`src/design/pdmc_pkg.sv`:
```
// Shared constants, types and state layout for the power-down controller
package pdmc_pkg;

	// Register bus widths
	localparam int unsigned ADDR_W = 8;
	localparam int unsigned DATA_W = 8;

	// Instruction decode
	localparam logic [7:0] OPC_IDLE = 8'h6F;
	localparam logic [7:0] OPC_STOP = 8'h7F; // Plain default, core may differ

	// Stop unlock key and watchdog disable pattern
	localparam logic [7:0] STOP_KEY    = 8'hA5;
	localparam logic [3:0] WDT_OFF_PAT = 4'h5;

	// Program reset address
	localparam logic [15:0] RESET_VECTOR = 16'h0100;

	// Oscillator stabilization counts
	localparam logic [11:0] RESET_STAB_CYCLES = 12'h010;

	// Register offsets
	localparam logic [7:0] OFS_STOP_KEY = 8'h00;
	localparam logic [7:0] OFS_CLK_SEL  = 8'h01;
	localparam logic [7:0] OFS_INT_MASK = 8'h02;
	localparam logic [7:0] OFS_BT_CTRL  = 8'h03;
	localparam logic [7:0] OFS_EXT_EN   = 8'h04;
	localparam logic [7:0] OFS_STATUS   = 8'h05;

	// Reset values
	localparam logic [7:0] RST_STOP_KEY = 8'h00;
	localparam logic [7:0] RST_CLK_SEL  = 8'h00;
	localparam logic [7:0] RST_INT_MASK = 8'h00;
	localparam logic [7:0] RST_BT_CTRL  = 8'h00;
	localparam logic [7:0] RST_EXT_EN   = 8'h00;

	// Field positions
	localparam int unsigned CLK_SEL_LSB = 3;
	localparam int unsigned BT_STAB_LSB = 2;
	localparam int unsigned WDT_NIB_LSB = 4;

	// Clock division codes
	localparam logic [1:0] DIV16 = 2'h0;
	localparam logic [1:0] DIV8  = 2'h1;
	localparam logic [1:0] DIV2  = 2'h2;
	localparam logic [3:0] LAST16 = 4'hF;
	localparam logic [3:0] LAST8  = 4'h7;
	localparam logic [3:0] LAST2  = 4'h1;
	localparam logic [3:0] LAST1  = 4'h0;

	// Reset cause codes
	localparam logic [1:0] CAUSE_POR  = 2'h0;
	localparam logic [1:0] CAUSE_WDT  = 2'h1;
	localparam logic [1:0] CAUSE_LVD  = 2'h2;
	localparam logic [1:0] CAUSE_WAKE = 2'h3;

	// Synchronised pin count
	localparam int unsigned SYNC_W = 12;

	typedef enum logic [2:0] {
		ST_RESET,
		ST_RUN,
		ST_IDLE,
		ST_STOP,
		ST_WAKE,
		ST_BACKUP
	} pdmc_state_t;

	typedef struct packed {
		logic [ADDR_W-1:0] addr;
		logic [DATA_W-1:0] wdata;
		logic              wr;
		logic              rd;
	} pdmc_bus_req_t;

	typedef struct packed {
		logic       valid;
		logic [7:0] opcode;
	} pdmc_instr_t;

	typedef struct packed {
		logic cpu_clk_en;
		logic periph_clk_en;
		logic keep_clk_en;
		logic osc_run;
		logic lvd_enable;
	} pdmc_gate_t;

endpackage

```
`src/design/pdmc_ctrl.sv`:
```
// Power-down, wake-up and reset sequencing controller
//
// What this block does
// - Idle opcode executed by the core enters idle mode.
// - In idle only interrupt logic and timers keep their clock.
// - Watchdog reset from idle defaults control registers, keeps data, slowest clock.
// - Enabled interrupt ends idle; clock selection kept, interrupt serviced.
// - With all interrupts masked only reset or a supply drop ends idle.
// - Stop wakes on external lines only; idle wakes on any unmasked interrupt.
// - Supply drop seen by detector in normal or idle mode enters backup, oscillator stopped.
// - Backup ignores interrupts and watchdog; left only by reset on supply rise.
// - Stop halts oscillator, core and peripherals, keeps register file.
// - Any exit from stop clears the unlock key register.
// - Stop ends on power-on reset, enabled external line, or port zero falling edge.
// - Power-on reset from stop defaults registers, loses data, fetches vector.
// - External wake from stop resets when option bit is 0.
// - External wake without reset keeps control registers other than the unlock key, and clock.
// - Port zero falling edge ends stop even with interrupt disabled.
// - Abnormal port zero state blocks stop entry.
// - Port two bit zero has no recovery; disabled edge keeps stop.
// - Reset held sixteen clocks after supply valid; defaults loaded on entry and held throughout.
// - Reset disables interrupts, enables watchdog, ports input, loads vector.
// - Pattern in timer control upper nibble disables watchdog reset.
// - Detector off in stop, so supply drop there does not enter backup.
// - Clock defaults to divide by sixteen after reset.
//
// Added by the designer: the placing of the registers and the address-and-strobe port.
`timescale 1ns/100ps
module pdmc_ctrl (
	input  wire logic                  core_clk,
	input  wire logic                  srst,
	input  wire pdmc_pkg::pdmc_bus_req_t bus_req,
	output logic [pdmc_pkg::DATA_W-1:0] bus_rdata,
	input  wire pdmc_pkg::pdmc_instr_t instr,
	input  wire logic [7:0]            int_req,
	input  wire logic                  bt_overflow,
	input  wire logic [7:0]            port_zero,
	input  wire logic                  port_two_bit_zero,
	input  wire logic                  low_voltage_detector,
	input  wire logic                  internal_power_on_reset,
	input  wire logic                  option_reset_ctrl,
	output pdmc_pkg::pdmc_gate_t       gate,
	output logic                       sys_reset,
	output logic                       port_force_input,
	output logic                       pullup_off,
	output logic                       int_disable,
	output logic                       fetch_enable,
	output logic                       pc_load,
	output logic [15:0]                reset_vector,
	output logic                       idle_release,
	output logic                       stop_wake_irq,
	output logic [1:0]                 clock_select_control,
	output logic                       data_invalid
);

	typedef struct packed {
		pdmc_pkg::pdmc_state_t st;
		logic [3:0]            div_cnt;
		logic [11:0]           stab_cnt;
		logic [7:0]            stop_unlock_key_reg;
		logic [7:0]            clk_sel_reg;
		logic [7:0]            interrupt_mask_reg;
		logic [7:0]            bt_ctrl_reg;
		logic [7:0]            ext_en_reg;
		logic [7:0]            rdata;
		logic [7:0]            p0_prev;
		logic                  p2_prev;
		logic                  data_invalid;
		logic [1:0]            cause;
		logic                  pc_load;
		logic                  idle_rel;
		logic                  wake_irq;
	} pdmc_ctrl_st_t;

	pdmc_ctrl_st_t state_reg;
	pdmc_ctrl_st_t state_next;

	logic [pdmc_pkg::SYNC_W-1:0] pins_s;
	logic [7:0]                  p0_s;
	logic                        p2_s;
	logic                        lvd_s;
	logic                        por_s;
	logic                        opt_s;

	////////////////////////////////////////////////////////////////////////////
	// Pin synchronisation

	pdmc_sync #(
		.W (pdmc_pkg::SYNC_W)
	) u_sync (
		.core_clk (core_clk),
		.srst     (srst),
		.async_in ({port_zero, port_two_bit_zero, low_voltage_detector,
			internal_power_on_reset, option_reset_ctrl}),
		.sync_out (pins_s)
	);

	assign p0_s  = pins_s[11:4];
	assign p2_s  = pins_s[3];
	assign lvd_s = pins_s[2];
	assign por_s = pins_s[1];
	assign opt_s = pins_s[0];

	////////////////////////////////////////////////////////////////////////////
	// Event decode

	logic [7:0]  p0_fall;
	logic [5:0]  ext_fall;
	logic        ext_hit;
	logic        int_hit;
	logic        wdt_en;
	logic        wdt_rst;
	logic        abnormal;
	logic        key_ok;
	logic        tick;
	logic [1:0]  div_sel;
	logic [3:0]  div_last;
	logic [1:0]  stab_sel;
	logic [11:0] wake_lim;
	logic        in_stop;
	logic        in_backup;

	assign in_stop   = (state_reg.st == pdmc_pkg::ST_STOP);
	assign in_backup = (state_reg.st == pdmc_pkg::ST_BACKUP);

	// Falling edges on the synchronised port pins
	assign p0_fall  = state_reg.p0_prev & ~p0_s;
	assign ext_fall = {state_reg.p2_prev & ~p2_s, p0_fall[4:0]};

	// External line counts only if enabled and unmasked
	assign ext_hit = |(ext_fall & state_reg.ext_en_reg[5:0]
		& state_reg.interrupt_mask_reg[5:0]);
	assign int_hit = |(int_req & state_reg.interrupt_mask_reg) | ext_hit;

	// Watchdog reset unless disabled, in backup or in stop
	assign wdt_en  = state_reg.bt_ctrl_reg[pdmc_pkg::WDT_NIB_LSB +: 4]
		!= pdmc_pkg::WDT_OFF_PAT;
	assign wdt_rst = bt_overflow & wdt_en & ~in_backup & ~in_stop;

	// A low port zero pin gives stop no falling edge to wake on, so refuse entry
	assign abnormal = ~&p0_s;
	assign key_ok   = state_reg.stop_unlock_key_reg == pdmc_pkg::STOP_KEY;

	////////////////////////////////////////////////////////////////////////////
	// System clock divider

	assign div_sel  = state_reg.clk_sel_reg[pdmc_pkg::CLK_SEL_LSB +: 2];
	assign stab_sel = state_reg.bt_ctrl_reg[pdmc_pkg::BT_STAB_LSB +: 2];

	// Division from the selection bit pair
	always_comb
	begin
		case (div_sel)
			pdmc_pkg::DIV16: div_last = pdmc_pkg::LAST16;
			pdmc_pkg::DIV8:  div_last = pdmc_pkg::LAST8;
			pdmc_pkg::DIV2:  div_last = pdmc_pkg::LAST2;
			default:         div_last = pdmc_pkg::LAST1;
		endcase
	end

	assign tick = (state_reg.div_cnt >= div_last);

	// Wake stabilization grows fourfold per step of the timer setting
	assign wake_lim = pdmc_pkg::RESET_STAB_CYCLES << {stab_sel, 1'b0};

	////////////////////////////////////////////////////////////////////////////
	// Next-state logic

	always_comb
	begin
		state_next          = state_reg;
		state_next.pc_load  = 1'b0;
		state_next.idle_rel = 1'b0;
		state_next.wake_irq = 1'b0;
		state_next.rdata    = 8'h00;
		state_next.p0_prev  = p0_s;
		state_next.p2_prev  = p2_s;
		state_next.div_cnt  = tick ? 4'h0 : state_reg.div_cnt + 4'h1;

		// Register writes from the core
		if (bus_req.wr && state_reg.st != pdmc_pkg::ST_RESET)
		begin
			case (bus_req.addr)
				pdmc_pkg::OFS_STOP_KEY: state_next.stop_unlock_key_reg = bus_req.wdata;
				pdmc_pkg::OFS_CLK_SEL:  state_next.clk_sel_reg = bus_req.wdata;
				pdmc_pkg::OFS_INT_MASK: state_next.interrupt_mask_reg = bus_req.wdata;
				pdmc_pkg::OFS_BT_CTRL:  state_next.bt_ctrl_reg = bus_req.wdata;
				pdmc_pkg::OFS_EXT_EN:   state_next.ext_en_reg = bus_req.wdata;
				default:                state_next.rdata = 8'h00;
			endcase
		end

		// Register reads, answered one cycle later
		if (bus_req.rd)
		begin
			case (bus_req.addr)
				pdmc_pkg::OFS_STOP_KEY: state_next.rdata = state_reg.stop_unlock_key_reg;
				pdmc_pkg::OFS_CLK_SEL:  state_next.rdata = state_reg.clk_sel_reg;
				pdmc_pkg::OFS_INT_MASK: state_next.rdata = state_reg.interrupt_mask_reg;
				pdmc_pkg::OFS_BT_CTRL:  state_next.rdata = state_reg.bt_ctrl_reg;
				pdmc_pkg::OFS_EXT_EN:   state_next.rdata = state_reg.ext_en_reg;
				pdmc_pkg::OFS_STATUS:   state_next.rdata = {state_reg.data_invalid,
					state_reg.cause, 2'b00, state_reg.st};
				default:                state_next.rdata = 8'h00;
			endcase
		end

		// Mode sequencing
		case (state_reg.st)
			pdmc_pkg::ST_RESET:
			begin
				// Count only once the supply is valid
				if (por_s)
					state_next.stab_cnt = 12'h000;
				else if (state_reg.stab_cnt == pdmc_pkg::RESET_STAB_CYCLES - 12'h001)
				begin
					state_next.st      = pdmc_pkg::ST_RUN;
					state_next.pc_load = 1'b1;
				end
				else
					state_next.stab_cnt = state_reg.stab_cnt + 12'h001;
			end
			pdmc_pkg::ST_RUN:
			begin
				if (lvd_s)
					state_next.st = pdmc_pkg::ST_BACKUP;
				else if (instr.valid && instr.opcode == pdmc_pkg::OPC_IDLE)
					state_next.st = pdmc_pkg::ST_IDLE;
				else if (instr.valid && instr.opcode == pdmc_pkg::OPC_STOP
					&& key_ok && !abnormal)
					state_next.st = pdmc_pkg::ST_STOP;
				// Stop without key or with a low port pin falls through
			end
			pdmc_pkg::ST_IDLE:
			begin
				if (lvd_s)
					state_next.st = pdmc_pkg::ST_BACKUP;
				else if (int_hit)
				begin
					state_next.st       = pdmc_pkg::ST_RUN;
					state_next.idle_rel = 1'b1;
				end
			end
			pdmc_pkg::ST_STOP:
			begin
				// Detector ignored here; port two bit zero needs its enable
				if (ext_hit || (|p0_fall))
				begin
					state_next.stop_unlock_key_reg = pdmc_pkg::RST_STOP_KEY;
					state_next.stab_cnt = 12'h000;
					if (!opt_s)
					begin
						state_next.st    = pdmc_pkg::ST_RESET;
						state_next.cause = pdmc_pkg::CAUSE_WAKE;
					end
					else
						state_next.st = pdmc_pkg::ST_WAKE;
				end
			end
			pdmc_pkg::ST_WAKE:
			begin
				// Registers and clock bits untouched on this path
				if (state_reg.stab_cnt >= wake_lim - 12'h001)
				begin
					state_next.st       = pdmc_pkg::ST_RUN;
					state_next.wake_irq = 1'b1;
				end
				else
					state_next.stab_cnt = state_reg.stab_cnt + 12'h001;
			end
			pdmc_pkg::ST_BACKUP:
			begin
				// Interrupts have no path out of backup
				if (!lvd_s)
				begin
					state_next.st       = pdmc_pkg::ST_RESET;
					state_next.stab_cnt = 12'h000;
					state_next.cause    = pdmc_pkg::CAUSE_LVD;
				end
			end
			default:
				state_next.st = pdmc_pkg::ST_RESET;
		endcase

		// Watchdog reset keeps data contents
		if (wdt_rst)
		begin
			state_next.st       = pdmc_pkg::ST_RESET;
			state_next.stab_cnt = 12'h000;
			state_next.cause    = pdmc_pkg::CAUSE_WDT;
		end

		// Power-on reset wins from every mode and loses data
		if (por_s)
		begin
			state_next.st           = pdmc_pkg::ST_RESET;
			state_next.stab_cnt     = 12'h000;
			state_next.cause        = pdmc_pkg::CAUSE_POR;
			state_next.data_invalid = 1'b1;
		end

		// Any reset loads control defaults
		if (state_next.st == pdmc_pkg::ST_RESET)
		begin
			state_next.stop_unlock_key_reg = pdmc_pkg::RST_STOP_KEY;
			state_next.clk_sel_reg         = pdmc_pkg::RST_CLK_SEL;
			state_next.interrupt_mask_reg  = pdmc_pkg::RST_INT_MASK;
			state_next.bt_ctrl_reg         = pdmc_pkg::RST_BT_CTRL;
			state_next.ext_en_reg          = pdmc_pkg::RST_EXT_EN;
		end

		// Clean boot from a non power-on reset keeps data valid
		if (state_reg.st == pdmc_pkg::ST_RESET && state_next.st == pdmc_pkg::ST_RUN
			&& state_reg.cause != pdmc_pkg::CAUSE_POR)
			state_next.data_invalid = 1'b0;
	end

	////////////////////////////////////////////////////////////////////////////
	// State register

	always_ff @(posedge core_clk)
	begin
		if (srst)
		begin
			state_reg                     <= '0;
			state_reg.st                  <= pdmc_pkg::ST_RESET;
			state_reg.stop_unlock_key_reg <= pdmc_pkg::RST_STOP_KEY;
			state_reg.clk_sel_reg         <= pdmc_pkg::RST_CLK_SEL;
			state_reg.interrupt_mask_reg  <= pdmc_pkg::RST_INT_MASK;
			state_reg.bt_ctrl_reg         <= pdmc_pkg::RST_BT_CTRL;
			state_reg.ext_en_reg          <= pdmc_pkg::RST_EXT_EN;
			state_reg.p0_prev             <= 8'hFF;
			state_reg.p2_prev             <= 1'b1;
			state_reg.data_invalid        <= 1'b1;
			state_reg.cause               <= pdmc_pkg::CAUSE_POR;
		end
		else
			state_reg <= state_next;
	end

	////////////////////////////////////////////////////////////////////////////
	// Outputs

	// Core and ordinary peripherals run only in normal mode
	assign gate.cpu_clk_en    = (state_reg.st == pdmc_pkg::ST_RUN) & tick;
	assign gate.periph_clk_en = (state_reg.st == pdmc_pkg::ST_RUN) & tick;

	// Interrupt logic and timers also run in idle
	assign gate.keep_clk_en = ((state_reg.st == pdmc_pkg::ST_RUN)
		| (state_reg.st == pdmc_pkg::ST_IDLE)) & tick;

	// Oscillator halted in stop and backup
	assign gate.osc_run    = ~in_stop & ~in_backup;
	assign gate.lvd_enable = ~in_stop;

	// Reset sequence outputs
	assign sys_reset        = (state_reg.st == pdmc_pkg::ST_RESET);
	assign port_force_input = sys_reset;
	assign pullup_off       = sys_reset;
	assign int_disable      = sys_reset | in_backup;
	assign fetch_enable     = (state_reg.st == pdmc_pkg::ST_RUN);
	assign pc_load          = state_reg.pc_load;
	assign reset_vector     = pdmc_pkg::RESET_VECTOR;

	// Wake notifications to the core
	assign idle_release  = state_reg.idle_rel;
	assign stop_wake_irq = state_reg.wake_irq;

	// Register-driven status
	assign clock_select_control = div_sel;
	assign data_invalid         = state_reg.data_invalid;
	assign bus_rdata            = state_reg.rdata;

endmodule

```
`src/design/pdmc_sync.sv`:
```
// Two-stage synchroniser for asynchronous pins
`timescale 1ns/100ps
module pdmc_sync #(
	parameter int unsigned W = 1
) (
	input  wire logic         core_clk,
	input  wire logic         srst,
	input  wire logic [W-1:0] async_in,
	output logic      [W-1:0] sync_out
);

	typedef struct packed {
		logic [W-1:0] meta;
		logic [W-1:0] stable;
	} pdmc_sync_st_t;

	pdmc_sync_st_t state_reg;
	pdmc_sync_st_t state_next;

	// First stage feeds only the second
	always_comb
	begin
		state_next        = state_reg;
		state_next.meta   = async_in;
		state_next.stable = state_reg.meta;
	end

	// Pins idle high after reset
	always_ff @(posedge core_clk)
	begin
		if (srst)
			state_reg <= '1;
		else
			state_reg <= state_next;
	end

	assign sync_out = state_reg.stable;

endmodule

```
`config.mk`:
```
export PLATFORM = sky130hd
export DESIGN_NAME = pdmc_ctrl
export DESIGN_NICKNAME = d
export VERILOG_FILES = /design/src/design/pdmc_pkg.sv /design/src/design/pdmc_ctrl.sv /design/src/design/pdmc_sync.sv
export SDC_FILE = /design/constraint.sdc
export NUM_CORES = 1
export LEC_CHECK = 0
export BUFFER_PORTS_ARGS = -buffer_cell sky130_fd_sc_hd__buf_2
export CORE_MARGIN = 4
export CORE_UTILIZATION = 56
export CTS_CLUSTER_DIAMETER = 150
export DETAILED_ROUTE_END_ITERATION = 7
export GPL_TIMING_DRIVEN = 0
export PLACE_DENSITY = 0.8
export RECOVER_POWER = 25
export SLEW_MARGIN = 10
export SYNTH_ARGS = -nofsm -noshare
export SYNTH_HDL_FRONTEND = slang
export SYNTH_SLANG_ARGS = --single-unit
```
`constraint.sdc`:
```
create_clock -name core_clk -period 2.8 [get_ports core_clk]
set_input_delay 0.56 -clock core_clk [delete_from_list [all_inputs] [get_ports core_clk]]
set_output_delay 0.56 -clock core_clk [all_outputs]
set_load 0.1 [all_outputs]
```
==> flow_metrics.env <==
export IMPL_outcome="complete, no violations"
export IMPL_regArea_um2=2130
export IMPL_dp_hpwl_um=9400
export IMPL_initialDrtViolationCount=267
export IMPL_synth_top_area_share_pct=42.9
export IMPL_highest_layer="met4"
export IMPL_cts_tree="done"
export IMPL_h_tree_depth=3
export IMPL_rows=34
export IMPL_yosysTopAreaCell="dfxtp_1"
export IMPL_syn_area_per_cell_um2=9.09
export IMPL_worst_setup_path_start_kind="flip-flop"
export IMPL_synth_ff_type="dfxtp_1"
export IMPL_largest_reg_flops=66
export IMPL_viasPerCell=5.71
export IMPL_diodes=0
export IMPL_hp_class="input pin to flip-flop"
export IMPL_core_region_area_um2=8680
export IMPL_powerDensity_nw_per_um2=484
export IMPL_final_nets=707
export IMPL_syn_inst=544
export IMPL_grt_overflow=0
export IMPL_layout_min_cycle_time_ns=2.70
export IMPL_finClkSkew_ns=0.0168
export IMPL_whs_ns=0.358
export IMPL_worstPathRequired_ns=2.24
export IMPL_wl_met2_um=5900
export IMPL_relSlewSlack_pct=52.9
export IMPL_antenna_found_initial=0
export IMPL_ys_ff_latch=106
export IMPL_grt_pass1_wl_um=19300
export IMPL_cts_buffers=9
export IMPL_final_layout_size_suffix_gt1_share_pct=29.3
export IMPL_crit_fanout=4
export IMPL_wl_met1_um=5060
export IMPL_rr_startpoint="stab_sel[1]"
export IMPL_critical_path_arrival_ns=2.14
export IMPL_route_detailed_drc=0
export IMPL_grt_max_degree=21
export IMPL_die_h_um=102
export IMPL_wl_met3_um=1050
export IMPL_clock_latency_ns=0.38
export IMPL_grt_pass1_vias=4010
export IMPL_tightest_slew_ns=0.706
export IMPL_startpoint="clock_select_control[1]"
export IMPL_final_setup_viol_count=0
export IMPL_post_route_period_util_pct=96.5
export IMPL_yosysUniqueCellTypes=67
export IMPL_cts_buffer_depth=2
export IMPL_drv_cap=0
export IMPL_die_w_um=102
export IMPL_netlist_top_cells_count="dfxtp_1 (106), nor2_1 (65), mux2i_1 (42), or2_2 (34), nand2_1 (32)"
export IMPL_rsz0062_at_grt="no"
export IMPL_p_leak_nw=2.51
export IMPL_area_growth_pct=18.1
export IMPL_cts_root_buf="clkbuf_8"
export IMPL_end_kind="output port"
export IMPL_irDropWorstVdd_mv=0.356
export IMPL_syn_area_um2=4950
export IMPL_synth_edf_count=0
export IMPL_yosysMostFrequentCell="dfxtp_1"
export IMPL_ys_seq_area_share_pct=42.9
export IMPL_fill_cells=721
export IMPL_setup_tns_ns=0
export IMPL_instances_no_fill=760
export IMPL_portBuffers=72
export IMPL_dpl_cell_count=738
export IMPL_hold_violations=0
export IMPL_synth_area_leaders="dfxtp_1 (43%), mux2i_1 (8.5%), nor2_1 (4.9%), buf_4 (4.6%), or2_2 (4.3%)"
export IMPL_multi_input_area_um2=2550
export IMPL_fp_dieArea_um2=10400
export IMPL_final_core_util_pct=67.3
export IMPL_antenna_left=0
export IMPL_grt_usage_pct=23.7
export IMPL_async_reset_ff_share_pct=0
export IMPL_crit_type="flip-flop to output port"
export IMPL_wl_um=12300
export IMPL_fmax_mhz=370
export IMPL_dr_total_vias=4340
export IMPL_gp_congestion=0.936
export IMPL_clk_pin_slew_ns=0.11
export IMPL_drv_slew=0
export IMPL_start_util_pct=57.0
export IMPL_num_io_pins=90
export IMPL_drtPass1Iterations=5
export IMPL_yosys_warnings=0
export IMPL_avgRoutedWirePerCell_um=16.1
export IMPL_worstHoldStart="port_zero[6]"
export IMPL_clkSinkCount=106
## stage by stage
step / setup slack [ns] / total power (W) / cell area [um^2]
after floorplan: -0.198 / 0.00177 / 5030
after global placement: -0.0843 / 0.00184 / 5520
after detailed placement: -0.159 / 0.00184 / 5520
after CTS: 0.0204 / 0.00284 / 5790
after global routing: 0.00974 / 0.00293 / 5840
final: 0.0989 / 0.00283 / 5840
## report_power, final
part	switching (W)	total (W)	internal (W)	leakage, nW
clock network	0.000579	0.00102	0.000440	0.107
logic	0.000185	0.000267	0.0000818	1.54
registers	0.0000132	0.00154	0.00153	0.863
## cell type report
| cell class | count | share of cell area [%] |
|---|---|---|
| sequential | 106 | 36.5 |
| clock inverter | 7 | 1.61 |
| buffer | 48 | 5.53 |
| tap | 108 | 2.31 |
| clock buffer | 9 | 2.12 |
| multi-input combinational | 388 | 43.6 |
| inverter | 15 | 0.964 |
| timing repair buffer | 79 | 7.35 |
## cells in the final DEF, fill, tap and decap left out, drive strengths merged, types with 4 or more instances in the layout
cell type / instances
inv: 19
a22o: 6
nand2: 32
dfxtp: 106
nand3: 15
a221oi: 4
a21o: 6
nand2b: 11
clkbuf: 19
mux2i: 42
a21oi: 31
xnor2: 5
buf: 117
nand4: 11
and3: 4
a22oi: 6
or2: 35
a211oi: 4
ha: 10
nor3: 21
o21ai: 9
mux2: 4
nor4: 7
conb: 16
nor2: 65
## critical path, cell delays in order (launching register included)
cell and delay (ns):
dfxtp_4 0.39, nand2_1 0.06, ha_1 0.27, nand2b_4 0.13, a21o_1 0.16, a21o_1 0.18, a21oi_4 0.23, nor2b_4 0.07
clkbuf_4 0.28
## metal layers
layer	vias to the layer above	track usage (%)
li1	2082	-
met1	2042	31.9
met2	194	38.5
met3	22	4.10
met4	0	8.58
met5	-	0
## path summary, 6_finish.rpt
| kind | endpoint | slack, ns | depth (start not counted) |
|---|---|---|---|
| setup / recovery | gate[3] | 0.1 | 8 |
| hold / removal | u_sync.state_next[10] | 0.36 | 2 |
| setup reg to reg | state_reg[72] | 0.1 | 10 |
| hold reg to reg | u_sync.sync_out[8] | 0.42 | 1 |
## cells by family (layout without fill, tap and decap cells)
kind of cell             Yosys count  after routing  synth area share, %
buffers and inverters             64            158                 7.59
XOR/XNOR                           8              8                 1.42
adder cells (fa/ha/maj)           10             10                 2.53
flip-flops                       106            106                 42.9
AND/OR/NAND/NOR                  215            215                 22.4
AO/OA/AOI/OAI                     93             93                 13.6
multiplexers                      46             46                 9.41
other                              2             16                0.152
## repair_timing
action                     in CTS  in global routing
gates resized for setup         8                  6
pin swaps                       3                  4
setup endpoints to repair      43                 52
setup buffers                   2                  5
hold buffers                    0                  0
No activity file was read; power rests on OpenSTA's default activity.
